**config.mk**
```make
export PLATFORM = sky130hd
export DESIGN_NAME = fsg_host_ctrl
export DESIGN_NICKNAME = d
export VERILOG_FILES = /design/src/fsg_pkg.sv /design/src/fsg_bus_if.sv /design/src/fsg_pin_engine.sv /design/src/fsg_host_ctrl.sv
export SDC_FILE = /design/constraint.sdc
export NUM_CORES = 1
export LEC_CHECK = 0
export BUFFER_PORTS_ARGS = -buffer_cell sky130_fd_sc_hd__buf_2
export CAP_MARGIN = 20
export CORE_MARGIN = 1
export CORE_UTILIZATION = 50
export DETAILED_ROUTE_END_ITERATION = 7
export PLACE_DENSITY = 0.82
export SYNTH_ARGS = -nofsm -noshare
export SYNTH_HDL_FRONTEND = slang
export SYNTH_SLANG_ARGS = --single-unit
```
**constraint.sdc**
```tcl
create_clock -name clk_sys -period 2.5 [get_ports clk_sys]
set_clock_uncertainty 0.15 [all_clocks]
set_input_delay 0.25 -clock clk_sys [delete_from_list [all_inputs] [get_ports clk_sys]]
set_output_delay 0.25 -clock clk_sys [all_outputs]
set_load 0.02 [all_outputs]
```
**src/fsg_pkg.sv**
```systemverilog
// Package: constants and types for the flash protection host controller
package fsg_pkg;
  // Software register offsets (word index on the plain port)
  localparam logic [3:0] FSG_REG_CTRL = 4'h0;
  localparam logic [3:0] FSG_REG_ADDR = 4'h1;
  localparam logic [3:0] FSG_REG_DATA = 4'h2;
  localparam logic [3:0] FSG_REG_CMD = 4'h3;
  localparam logic [3:0] FSG_REG_STAT = 4'h4;
  localparam logic [3:0] FSG_REG_RDATA = 4'h5;
  localparam logic [3:0] FSG_REG_PROT = 4'h6;
  // Control register fields
  localparam int FSG_CTRL_WP_BIT = 0;
  localparam int FSG_CTRL_ACC_BIT = 1;
  localparam int FSG_CTRL_RSTID_BIT = 2;
  localparam int FSG_CTRL_RST_BIT = 3;
  localparam int FSG_CTRL_A9ID_BIT = 4;
  localparam int FSG_CTRL_PGMEQ_BIT = 5;
  localparam logic [7:0] FSG_CTRL_RESET = 8'h01;
  // Command codes written to FSG_REG_CMD
  localparam logic [2:0] FSG_CMD_WRITE = 3'h1;
  localparam logic [2:0] FSG_CMD_READ = 3'h2;
  localparam logic [2:0] FSG_CMD_UNLOCK_WRITE = 3'h3;
  localparam logic [2:0] FSG_CMD_PROT_QUERY = 3'h4;
  // Unlock cycle addresses and data
  localparam logic [19:0] FSG_UNLOCK_ADDR1 = 20'h00555;
  localparam logic [19:0] FSG_UNLOCK_ADDR2 = 20'h002AA;
  localparam logic [15:0] FSG_UNLOCK_DATA1 = 16'h00AA;
  localparam logic [15:0] FSG_UNLOCK_DATA2 = 16'h0055;
  // Protection query: A6=0 A1=1 A0=0 with sector on A19..A12
  localparam logic [19:0] FSG_QUERY_LOW = 20'h00002;
  localparam logic [7:0] FSG_PROT_YES = 8'h01;
  localparam logic [7:0] FSG_PROT_NO = 8'h00;
  // Strobe timing: 100 MHz clock
  localparam int FSG_CLK_NS = 10;
  localparam int FSG_GLITCH_NS = 5;
  localparam int FSG_STROBE_NS = 60;
  localparam int FSG_SETUP_NS = 20;
  localparam int FSG_STROBE_CYC = (FSG_STROBE_NS + FSG_CLK_NS - 1) / FSG_CLK_NS;
  localparam int FSG_SETUP_CYC = (FSG_SETUP_NS + FSG_CLK_NS - 1) / FSG_CLK_NS;
  localparam int FSG_GLITCH_CYC = (FSG_GLITCH_NS + FSG_CLK_NS - 1) / FSG_CLK_NS;
  typedef enum logic [2:0] {
    FSG_ST_IDLE = 3'b000,
    FSG_ST_SETUP = 3'b001,
    FSG_ST_PULSE = 3'b010,
    FSG_ST_HOLD = 3'b011,
    FSG_ST_NEXT = 3'b100
  } fsg_state_t;
endpackage

```
**src/fsg_bus_if.sv**
```systemverilog
// Interface: one bus-cycle request and answer between sequencer and pin engine
`timescale 1ns/10ps
interface fsg_bus_if;
  logic req;
  logic wr;
  logic [19:0] addr;
  logic [15:0] wdata;
  logic busy;
  logic done;
  logic [15:0] rdata;
  modport seq (output req, wr, addr, wdata, input busy, done, rdata);
  modport eng (input req, wr, addr, wdata, output busy, done, rdata);
endinterface

```
**src/fsg_pin_engine.sv**
```systemverilog
// Pin engine: drives one flash bus cycle on chip select and strobes
`timescale 1ns/10ps
module fsg_pin_engine
  import fsg_pkg::*;
(
  input wire logic clk_sys,
  input wire logic reset,
  fsg_bus_if.eng bus,
  input wire logic [15:0] dq_sync,
  output logic ce_n,
  output logic we_n,
  output logic oe_n,
  output logic [19:0] a_out,
  output logic [15:0] dq_out,
  output logic dq_oe
);
  typedef struct packed {
    fsg_state_t st;
    logic [7:0] cnt;
    logic wr;
    logic ce_n;
    logic we_n;
    logic oe_n;
    logic [19:0] a;
    logic [15:0] d;
    logic dq_oe;
    logic done;
    logic [15:0] rdata;
  } fsg_eng_t;
  fsg_eng_t s_ff, nxt_s;

  always_comb
  begin
    nxt_s = s_ff;
    nxt_s.done = 1'b0;
    case (s_ff.st)
      FSG_ST_IDLE:
      begin
        if (bus.req)
        begin
          nxt_s.st = FSG_ST_SETUP;
          nxt_s.wr = bus.wr;
          nxt_s.a = bus.addr;
          nxt_s.d = bus.wdata;
          nxt_s.cnt = 8'(FSG_SETUP_CYC);
          // Output strobe stays high on writes; low only on reads
          nxt_s.oe_n = 1'b1;
          nxt_s.dq_oe = bus.wr;
        end
      end
      FSG_ST_SETUP:
      begin
        if (s_ff.cnt > 8'h01)
          nxt_s.cnt = s_ff.cnt - 8'h01;
        else
        begin
          nxt_s.st = FSG_ST_PULSE;
          nxt_s.ce_n = 1'b0;
          nxt_s.we_n = !s_ff.wr;
          nxt_s.oe_n = s_ff.wr;
          // Pulse far longer than the glitch filter
          nxt_s.cnt = 8'(FSG_STROBE_CYC > FSG_GLITCH_CYC ? FSG_STROBE_CYC : FSG_GLITCH_CYC + 1);
        end
      end
      FSG_ST_PULSE:
      begin
        if (s_ff.cnt > 8'h01)
          nxt_s.cnt = s_ff.cnt - 8'h01;
        else
        begin
          nxt_s.st = FSG_ST_HOLD;
          nxt_s.rdata = dq_sync;
          nxt_s.we_n = 1'b1;
          nxt_s.oe_n = 1'b1;
          nxt_s.cnt = 8'(FSG_SETUP_CYC);
        end
      end
      FSG_ST_HOLD:
      begin
        nxt_s.ce_n = 1'b1;
        if (s_ff.cnt > 8'h01)
          nxt_s.cnt = s_ff.cnt - 8'h01;
        else
        begin
          nxt_s.st = FSG_ST_IDLE;
          nxt_s.dq_oe = 1'b0;
          nxt_s.done = 1'b1;
        end
      end
      default:
        nxt_s.st = FSG_ST_IDLE;
    endcase
    if (reset)
    begin
      nxt_s = '0;
      nxt_s.st = FSG_ST_IDLE;
      nxt_s.ce_n = 1'b1;
      nxt_s.we_n = 1'b1;
      nxt_s.oe_n = 1'b1;
    end
  end

  always_ff @(posedge clk_sys)
  begin
    s_ff <= nxt_s;
  end

  assign bus.busy = (s_ff.st != FSG_ST_IDLE);
  assign bus.done = s_ff.done;
  assign bus.rdata = s_ff.rdata;
  assign ce_n = s_ff.ce_n;
  assign we_n = s_ff.we_n;
  assign oe_n = s_ff.oe_n;
  assign a_out = s_ff.a;
  assign dq_out = s_ff.d;
  assign dq_oe = s_ff.dq_oe;
endmodule

```
**src/fsg_host_ctrl.sv**
```systemverilog
// Host controller: drives a protected parallel NOR flash through its pins
`timescale 1ns/10ps
module fsg_host_ctrl
  import fsg_pkg::*;
#(
  parameter bit TOP_BOOT = 1'b1
)
(
  input wire logic clk_sys,
  input wire logic reset,
  input wire logic [3:0] reg_addr,
  input wire logic [31:0] reg_wdata,
  input wire logic reg_wr,
  input wire logic reg_rd,
  output logic [31:0] reg_rdata,
  input wire logic supply_ok,
  output logic flash_ce_n,
  output logic flash_we_n,
  output logic flash_oe_n,
  output logic [19:0] flash_addr,
  output logic [15:0] flash_dq_out,
  output logic flash_dq_oe,
  input wire logic [15:0] flash_dq_in,
  output logic flash_reset_n,
  output logic reset_id_high_voltage,
  output logic address_bit_nine_id_high_voltage,
  output logic boot_guard_accel_pin,
  output logic program_accelerate
);
  // Sector group index on address bits 19..12
  function automatic logic [5:0] fsg_group(input logic [7:0] hi, input logic top);
    if (top)
    begin
      if (hi[7:3] == 5'h1F)
        return 6'h20 + {3'h0, hi[2:0]};
      else if (hi[7:5] == 3'h0)
        return (hi[4:3] == 2'h0) ? 6'h00 : 6'h01;
      else if (hi[7:3] >= 5'h1C)
        return 6'h08;
      else
        return {3'h0, hi[7:5]} + 6'h01;
    end
    else
      // Bottom-boot top sector stands alone
      return (hi[7:3] == 5'h1F) ? 6'h3F : {1'b0, hi[7:3]};
  endfunction

  // Outermost two boot sectors
  function automatic logic fsg_outer(input logic [7:0] hi, input logic top);
    return top ? (hi[7:1] == 7'h7F) : (hi[7:1] == 7'h00);
  endfunction

  typedef struct packed {
    logic [7:0] ctrl;
    logic [19:0] addr;
    logic [15:0] data;
    logic [2:0] cmd;
    logic [1:0] step;
    logic busy;
    logic err;
    logic [15:0] rdata;
    logic [7:0] prot;
    logic req;
    logic wr;
    logic [19:0] baddr;
    logic [15:0] bdata;
    logic [31:0] rd;
    logic s1;
    logic s2;
    logic [15:0] dq1;
    logic [15:0] dq2;
  } fsg_top_t;
  fsg_top_t s_ff, nxt_s;

  fsg_bus_if bus ();

  fsg_pin_engine u_eng (
    .clk_sys(clk_sys),
    .reset(reset),
    .bus(bus.eng),
    .dq_sync(s_ff.dq2),
    .ce_n(flash_ce_n),
    .we_n(flash_we_n),
    .oe_n(flash_oe_n),
    .a_out(flash_addr),
    .dq_out(flash_dq_out),
    .dq_oe(flash_dq_oe)
  );

  assign bus.req = s_ff.req;
  assign bus.wr = s_ff.wr;
  assign bus.addr = s_ff.baddr;
  assign bus.wdata = s_ff.bdata;

  always_comb
  begin
    nxt_s = s_ff;
    nxt_s.req = 1'b0;
    nxt_s.s1 = supply_ok;
    nxt_s.s2 = s_ff.s1;
    nxt_s.dq1 = flash_dq_in;
    nxt_s.dq2 = s_ff.dq1;
    nxt_s.rd = 32'h0;
    if (reg_rd)
    begin
      case (reg_addr)
        FSG_REG_CTRL: nxt_s.rd = {24'h0, s_ff.ctrl};
        FSG_REG_ADDR: nxt_s.rd = {12'h0, s_ff.addr};
        FSG_REG_DATA: nxt_s.rd = {16'h0, s_ff.data};
        FSG_REG_STAT: nxt_s.rd = {29'h0, s_ff.s2, s_ff.err, s_ff.busy};
        FSG_REG_RDATA: nxt_s.rd = {16'h0, s_ff.rdata};
        FSG_REG_PROT: nxt_s.rd = {24'h0, s_ff.prot};
        default: nxt_s.rd = 32'h0;
      endcase
    end
    if (reg_wr)
    begin
      case (reg_addr)
        FSG_REG_CTRL: nxt_s.ctrl = reg_wdata[7:0];
        FSG_REG_ADDR: nxt_s.addr = reg_wdata[19:0];
        FSG_REG_DATA: nxt_s.data = reg_wdata[15:0];
        FSG_REG_CMD:
        begin
          if (!s_ff.busy)
          begin
            // Writes refused while supply below lockout
            if (!s_ff.s2 && reg_wdata[2:0] != FSG_CMD_READ && reg_wdata[2:0] != FSG_CMD_PROT_QUERY)
              nxt_s.err = 1'b1;
            else
            begin
              nxt_s.cmd = reg_wdata[2:0];
              nxt_s.busy = 1'b1;
              nxt_s.err = 1'b0;
              nxt_s.step = 2'h0;
            end
          end
        end
        default: ;
      endcase
    end
    // Clamp the value being written so the level never shows for a cycle
    if (!nxt_s.ctrl[FSG_CTRL_PGMEQ_BIT])
      nxt_s.ctrl[FSG_CTRL_A9ID_BIT] = 1'b0;
    if (s_ff.busy && !bus.busy && !s_ff.req)
    begin
      case (s_ff.cmd)
        // Unlock writes precede the program word
        FSG_CMD_UNLOCK_WRITE:
        begin
          nxt_s.req = 1'b1;
          nxt_s.wr = 1'b1;
          nxt_s.step = s_ff.step + 2'h1;
          case (s_ff.step)
            2'h0:
            begin
              nxt_s.baddr = FSG_UNLOCK_ADDR1;
              nxt_s.bdata = FSG_UNLOCK_DATA1;
            end
            2'h1:
            begin
              nxt_s.baddr = FSG_UNLOCK_ADDR2;
              nxt_s.bdata = FSG_UNLOCK_DATA2;
            end
            2'h2:
            begin
              nxt_s.baddr = s_ff.addr;
              nxt_s.bdata = s_ff.data;
            end
            default:
            begin
              nxt_s.req = 1'b0;
              nxt_s.busy = 1'b0;
            end
          endcase
        end
        FSG_CMD_WRITE, FSG_CMD_READ, FSG_CMD_PROT_QUERY:
        begin
          if (s_ff.step == 2'h0)
          begin
            nxt_s.req = 1'b1;
            nxt_s.wr = (s_ff.cmd == FSG_CMD_WRITE);
            nxt_s.bdata = s_ff.data;
            // Query: sector on high bits, answer on low byte
            nxt_s.baddr = (s_ff.cmd == FSG_CMD_PROT_QUERY) ?
              {s_ff.addr[19:12], FSG_QUERY_LOW[11:0]} : s_ff.addr;
            nxt_s.step = 2'h1;
          end
          else if (bus.done)
          begin
            nxt_s.busy = 1'b0;
            nxt_s.rdata = bus.rdata;
            if (s_ff.cmd == FSG_CMD_PROT_QUERY)
              nxt_s.prot = (bus.rdata[7:0] == FSG_PROT_YES) ? FSG_PROT_YES : FSG_PROT_NO;
          end
        end
        default: nxt_s.busy = 1'b0;
      endcase
      // Lockout may arrive mid-sequence; drop the remaining writes
      if (nxt_s.req && nxt_s.wr && !s_ff.s2)
      begin
        nxt_s.req = 1'b0;
        nxt_s.busy = 1'b0;
        nxt_s.err = 1'b1;
      end
    end
    if (reset)
    begin
      nxt_s = '0;
      nxt_s.ctrl = FSG_CTRL_RESET;
    end
  end

  always_ff @(posedge clk_sys)
  begin
    s_ff <= nxt_s;
  end

  assign reg_rdata = s_ff.rd;
  // Reset pin left released; lockout is enforced by refusing writes instead
  assign flash_reset_n = 1'b1;
  assign reset_id_high_voltage = s_ff.ctrl[FSG_CTRL_RSTID_BIT];
  assign address_bit_nine_id_high_voltage = s_ff.ctrl[FSG_CTRL_A9ID_BIT];
  assign boot_guard_accel_pin = s_ff.ctrl[FSG_CTRL_WP_BIT];
  // Acceleration off after reset; only software raises it
  assign program_accelerate = s_ff.ctrl[FSG_CTRL_ACC_BIT];
endmodule

```
# --- Word-level counts from Yosys, hierarchy flattened ---
# Cells that the tools add are included.
classes:
  n_reduce_logical: 40
  n_lt_le_gt_ge: 1
  n_eq_ne: 26
  mux: 46
  bitwise_logic: 8
  addsub: 2
ops:
  columns: ["op", "n"]
  rows:
  - ["$pmux 20 s6", 1]
  - ["$mux 38", 3]
  - ["$pmux 36 s3", 1]
  - ["$pmux 38 s2", 1]
  - ["$mux 24", 3]
  - ["$mux 66", 1]
  - ["$mux 49", 1]
  - ["$mux 8", 4]
  - ["$pmux 8 s4", 1]
  - ["$mux 12", 2]
  - ["$mux 20", 1]
  - ["$reduce_and 4->1", 5]
  - ["$mux 16", 1]
  - ["$mux 7", 2]
  - ["$eq 3x2->1 const B", 4]
  - ["$eq 4x3->1 const B", 3]
  - ["$mux 3", 4]
  - ["$mux 6", 2]
  - ["$pmux 3 s4", 1]
  - ["$reduce_and 2->1", 6]
  - ["$reduce_and 3->1", 3]
  - ["$reduce_or 3->1", 3]
  - ["$eq 4x2->1 const B", 2]
  - ["$eq 8x1->1 const B", 1]
  - ["30 further kinds", 67]
word_totals:
  regBits: 248
  elab_cells: 154
  output_inout_bits: 77

# --- Longest topological paths before layout ---
depth:
  ltp_word: 12
  ltp_mapped: 11
  ltp_nobuf: 7

# --- Hierarchy ---
# A second synthesis with hierarchy kept.
hier_totals:
  hier_cells: 1096
  hier_area_um2: 9715.6
by_module_without_submodules:
  columns: ["mod", "instances", "area_per_inst_um2", "cells_each", "seq_area_each_um2"]
  rows:
  - ["fsg_host_ctrl", 1, 6523.8, 694, 3203.1]
  - ["fsg_pin_engine", 1, 3191.8, 402, 1361.3]

# --- Worst setup path after synthesis ---
# Ideal clock, no wire load.
synth_timing:
  path_type: "reg-to-reg"
  from: "register u_eng.s_ff[58] in the netlist's numbering"
  to: "register u_eng.s_ff, in the netlist u_eng.bus.rdata[10]"
  t_arrival_ps: 2030
  setup_time_ps: 70
  stages_incl_launch_ff: 11
  required_time_ps: 2280
  setup_slack_ps: 250
  path_cell_list: "dfxtp_1 > inv_1 > ha_1 > or2_2 > clkbuf_1 > and3_1 > clkbuf_1 > nand2_1 > clkbuf_1 > nand2_1 > a21oi_1"
synth_via:
  elab_chain_len: 3
synth_lines:
  columns: ["element", "line_no", "text"]
  rows:
  - ["from (decl)", "fsg_pin_engine.sv:30", "fsg_eng_t s_ff, nxt_s;"]
  - ["from (signal assigned)", "fsg_pin_engine.sv:105", "s_ff <= nxt_s;"]
  - ["$gt 8x1->1", "fsg_pin_engine.sv:67", "if (s_ff.cnt > 8'h01)"]
  - ["$not 1->1 (no line)", null, null]
  - ["$reduce_and 2->1 (no line)", null, null]
# No other way between the ends.
# A chain may end at the register's enable or synchronous reset.

# --- Final worst setup path ---
layout_timing:
  from: "register u_eng.s_ff[58] in the netlist's numbering"
  to: "register u_eng.s_ff, in the netlist u_eng.bus.rdata[3]"
# Same word-level chain as after synthesis.

==> flow_summary.toml <==
[worst_setup_path]
cp_max_fo = 16
cp-startpoint = "u_eng.s_ff[58]"
cp.arrival_ns = 2.63
path_class = "flop to flop"
end_kind = "flop"
rr_startpoint = "u_eng.s_ff[58]"
crit_required_ns = 2.78
critPathLaunchType = "flop"

[clocking]
clk_path_buf_depth = 3
ctsRootBufferMaster = "clkbuf_16"
cts_sinks = 228
cts_tree = "done"
worstSkewPairLatency_ns = 0.51
clkTransAtPathRegs_ns = 0.06
post_cts_buffers = 0
cts_buffers = 24
htreeDepth = 1

[logic_synthesis]
synth_enable_flop_cells = 0
synth.cell_area_um2 = 9206
async_flop_share_pct = 0
ys_warn_count = 0
synth_seq_cells = 228
synth_cells = 1059
seq_area_frac_synth_pct = 49.58
synth_area_leader_cell = "dfxtp_1"
netlist.area_leader.share_pct = 49.58
synth_ff_type = "dfxtp_1"
synthTopCellsByCount = "nand2_1 (229), dfxtp_1 (228), a21oi_1 (124), buf_4 (69), nor2_1 (69)"
syn_avg_cell_area_um2 = 8.693
synth_cell_types = 69
synthTopCellsByArea = "dfxtp_1 (50%), nand2_1 (9.3%), a21oi_1 (6.7%), buf_4 (5.6%), nor2_1 (2.8%)"
yosys.cell_count.top_type = "nand2_1"

[worst_hold_path]
min-delay-start = "reg_wr"
holdCritPathClass = "input port to flop"

[route]
viasPerCell = 5.440
wl_mm = 21.15
wl_per_cell_um = 15.29
num_vias = 7523
firstDrtPassIters = 7
ant_nets = 0
initialDrtViolationCount = 551
drc = 0

[job]
drv_cap = 0

[global_route]
grt_use_total_pct = 21.97
grt_max_degree = 120
antenna_found_initial = 0
grt_pass1_wl_mm = 33.09
gr-total-overflow = 0
first_global_vias = 6655

[status]
status = "finished, final reports clean"

[sta]
slew_viol_final = 0
fin_crit_sh_pct = 94.12
worst_pin_slew_ns = 0.8118
relSlewSlack_pct = 45.82
hold_violations = 0
tns_ns = 0
setup_viol_count_final = 0
timing.fmax_mhz = 425.0
finalCriticalPeriod_ns = 2.353

[layout]
fillers = 1596
syn_to_final_growth_pct = 16.23
antenna_cells = 0
fin_nets = 1205
drive_gt1_share_pct = 16.90
fin_util_pct = 59.36
design_area_um2 = 10700
fin_cells = 1383

[floorplanning]
start_util_pct = 51.08
pin_count = 134
die_area_um2 = 18960
die_y_um = 137.7
num_rows = 49
die_w_um = 137.7
core_um2 = 18020

[place]
dp.final_hpwl_mm = 14.28
gp_congestion = 0.8833
placed_area_um2 = 9489
io_buffers = 108
dp_cells = 1302

[power_and_ir_drop]
power.total_mw = 7.596
vdd_drop_max_mv = 0.5881
leakage_nw = 4.176
cellPowerDensity_nw_per_um2 = 709.9
[cells in the final DEF (no fill, tap or decap), types with 3 or more instances in the layout]
cell / Yosys / routed
a211oi_1: 8 / 8
a21oi_1: 124 / 124
a222oi_1: 11 / 11
a22o_1: 16 / 16
a22oi_1: 10 / 10
a311oi_1: 4 / 4
and2_1: 8 / 8
and3_1: 5 / 5
buf_2: 6 / 107
buf_4: 69 / 26
bufinv_16: 0 / 3
clkbuf_1: 46 / 6
clkbuf_16: 0 / 25
clkbuf_8: 0 / 3
clkinv_2: 0 / 3
conb_1: 2 / 13
dfxtp_1: 228 / 228
dlygate4sd3_1: 0 / 37
ha_1: 12 / 12
inv_1: 14 / 14
mux2_2: 3 / 3
mux2i_1: 23 / 23
nand2_1: 229 / 229
nand2b_1: 5 / 5
nand3_1: 14 / 14
nand3b_1: 4 / 4
nand4_1: 4 / 4
nor2_1: 69 / 69
nor2b_1: 39 / 39
nor3_1: 11 / 11
nor3_2: 4 / 4
o211ai_1: 10 / 10
o21ai_0: 9 / 9
o21ai_1: 4 / 4
o22ai_1: 5 / 5
or2_2: 3 / 3
[where the power goes]
part | internal, mW | leakage, nW | switching, mW | total (mW)
logic | 0.105 | 1.93 | 0.157 | 0.262
registers | 3.67 | 1.84 | 0.0161 | 3.68
clock network | 2.24 | 0.400 | 1.41 | 3.65
[state kept, by name, summed over array words and instances (netlist names), 11 cells and up]
signal,count
reg_rdata,20
u_eng.a_out,20
bus.addr,20
s_ff,98
bus.wdata,16
u_eng.bus.rdata,16
u_eng.dq_out,16
u_eng.s_ff,11
[metal layers]
layer  vias to the layer above  GRT usage, %  share of wire [%]
met1                      3444         28.67                 42
li1                       3673             -                  -
met3                        53         3.495                8.3
met2                       353         35.99                 46
met5                         -             0                  0
met4                         0         9.179                3.5
[worst paths after layout]
kind | slack, ns | depth (start not counted) | end
max | 0.15 | 7 | u_eng.bus.rdata[3]
min | 0.08 | 4 | s_ff[174]
max reg2reg | 0.15 | 7 | u_eng.bus.rdata[3]
min reg2reg | 0.28 | 2 | u_eng.bus.rdata[0]
[per-stage QoR]
stage / setup slack [ns] / hold slack, ns
finish: 0.1470 / 0.08164
global route: -0.007527 / 0.07838
CTS: 0.1283 / 0.06386
detailed placement: 0.1517 / 0.2727
global placement: 0.2314 / 0.2719
floorplan: 0.2499 / 0.2282
[worst max-delay path, cell delays in order (launching register included)]
cell and delay [ns]:
dfxtp_1 0.42, inv_1 0.13, ha_1 0.25, or2_2 0.36, and3_1 0.26, nand2_1 0.40, nand2_1 0.12, a21oi_1 0.17
[logic make-up after synthesis]
| logic type | share of synthesized area, % |
|---|---|
| DFF | 49.58 |
| muxes | 2.868 |
| xor gates and xnor gates | 0.2855 |
| buffers and inverters | 9.541 |
| AOI/OAI and AO/OA | 16.06 |
| other | 0.08157 |
| and+or+nand+nor | 19.95 |
| adders and majority gates | 1.631 |
[layout make-up]
cell class	instances	area, um2	area share [%]
clock inverters	10	137.6	1.286
well taps	229	286.5	2.678
repair buffers	172	1141	10.66
inverters	15	56.30	0.5262
multi-input cells	695	3825	35.75
clock buffers	34	689.4	6.443
flip-flops and latches	228	4564	42.66
[what timing repair did]
item                                    4_1_cts  5_1_grt
endpoints found under the setup margin        0        2
endpoints found under the hold margin        64        0
resized for setup                             0        3
hold buffers                                 37        0
Note: power is estimated with default switching activity, not from simulation.
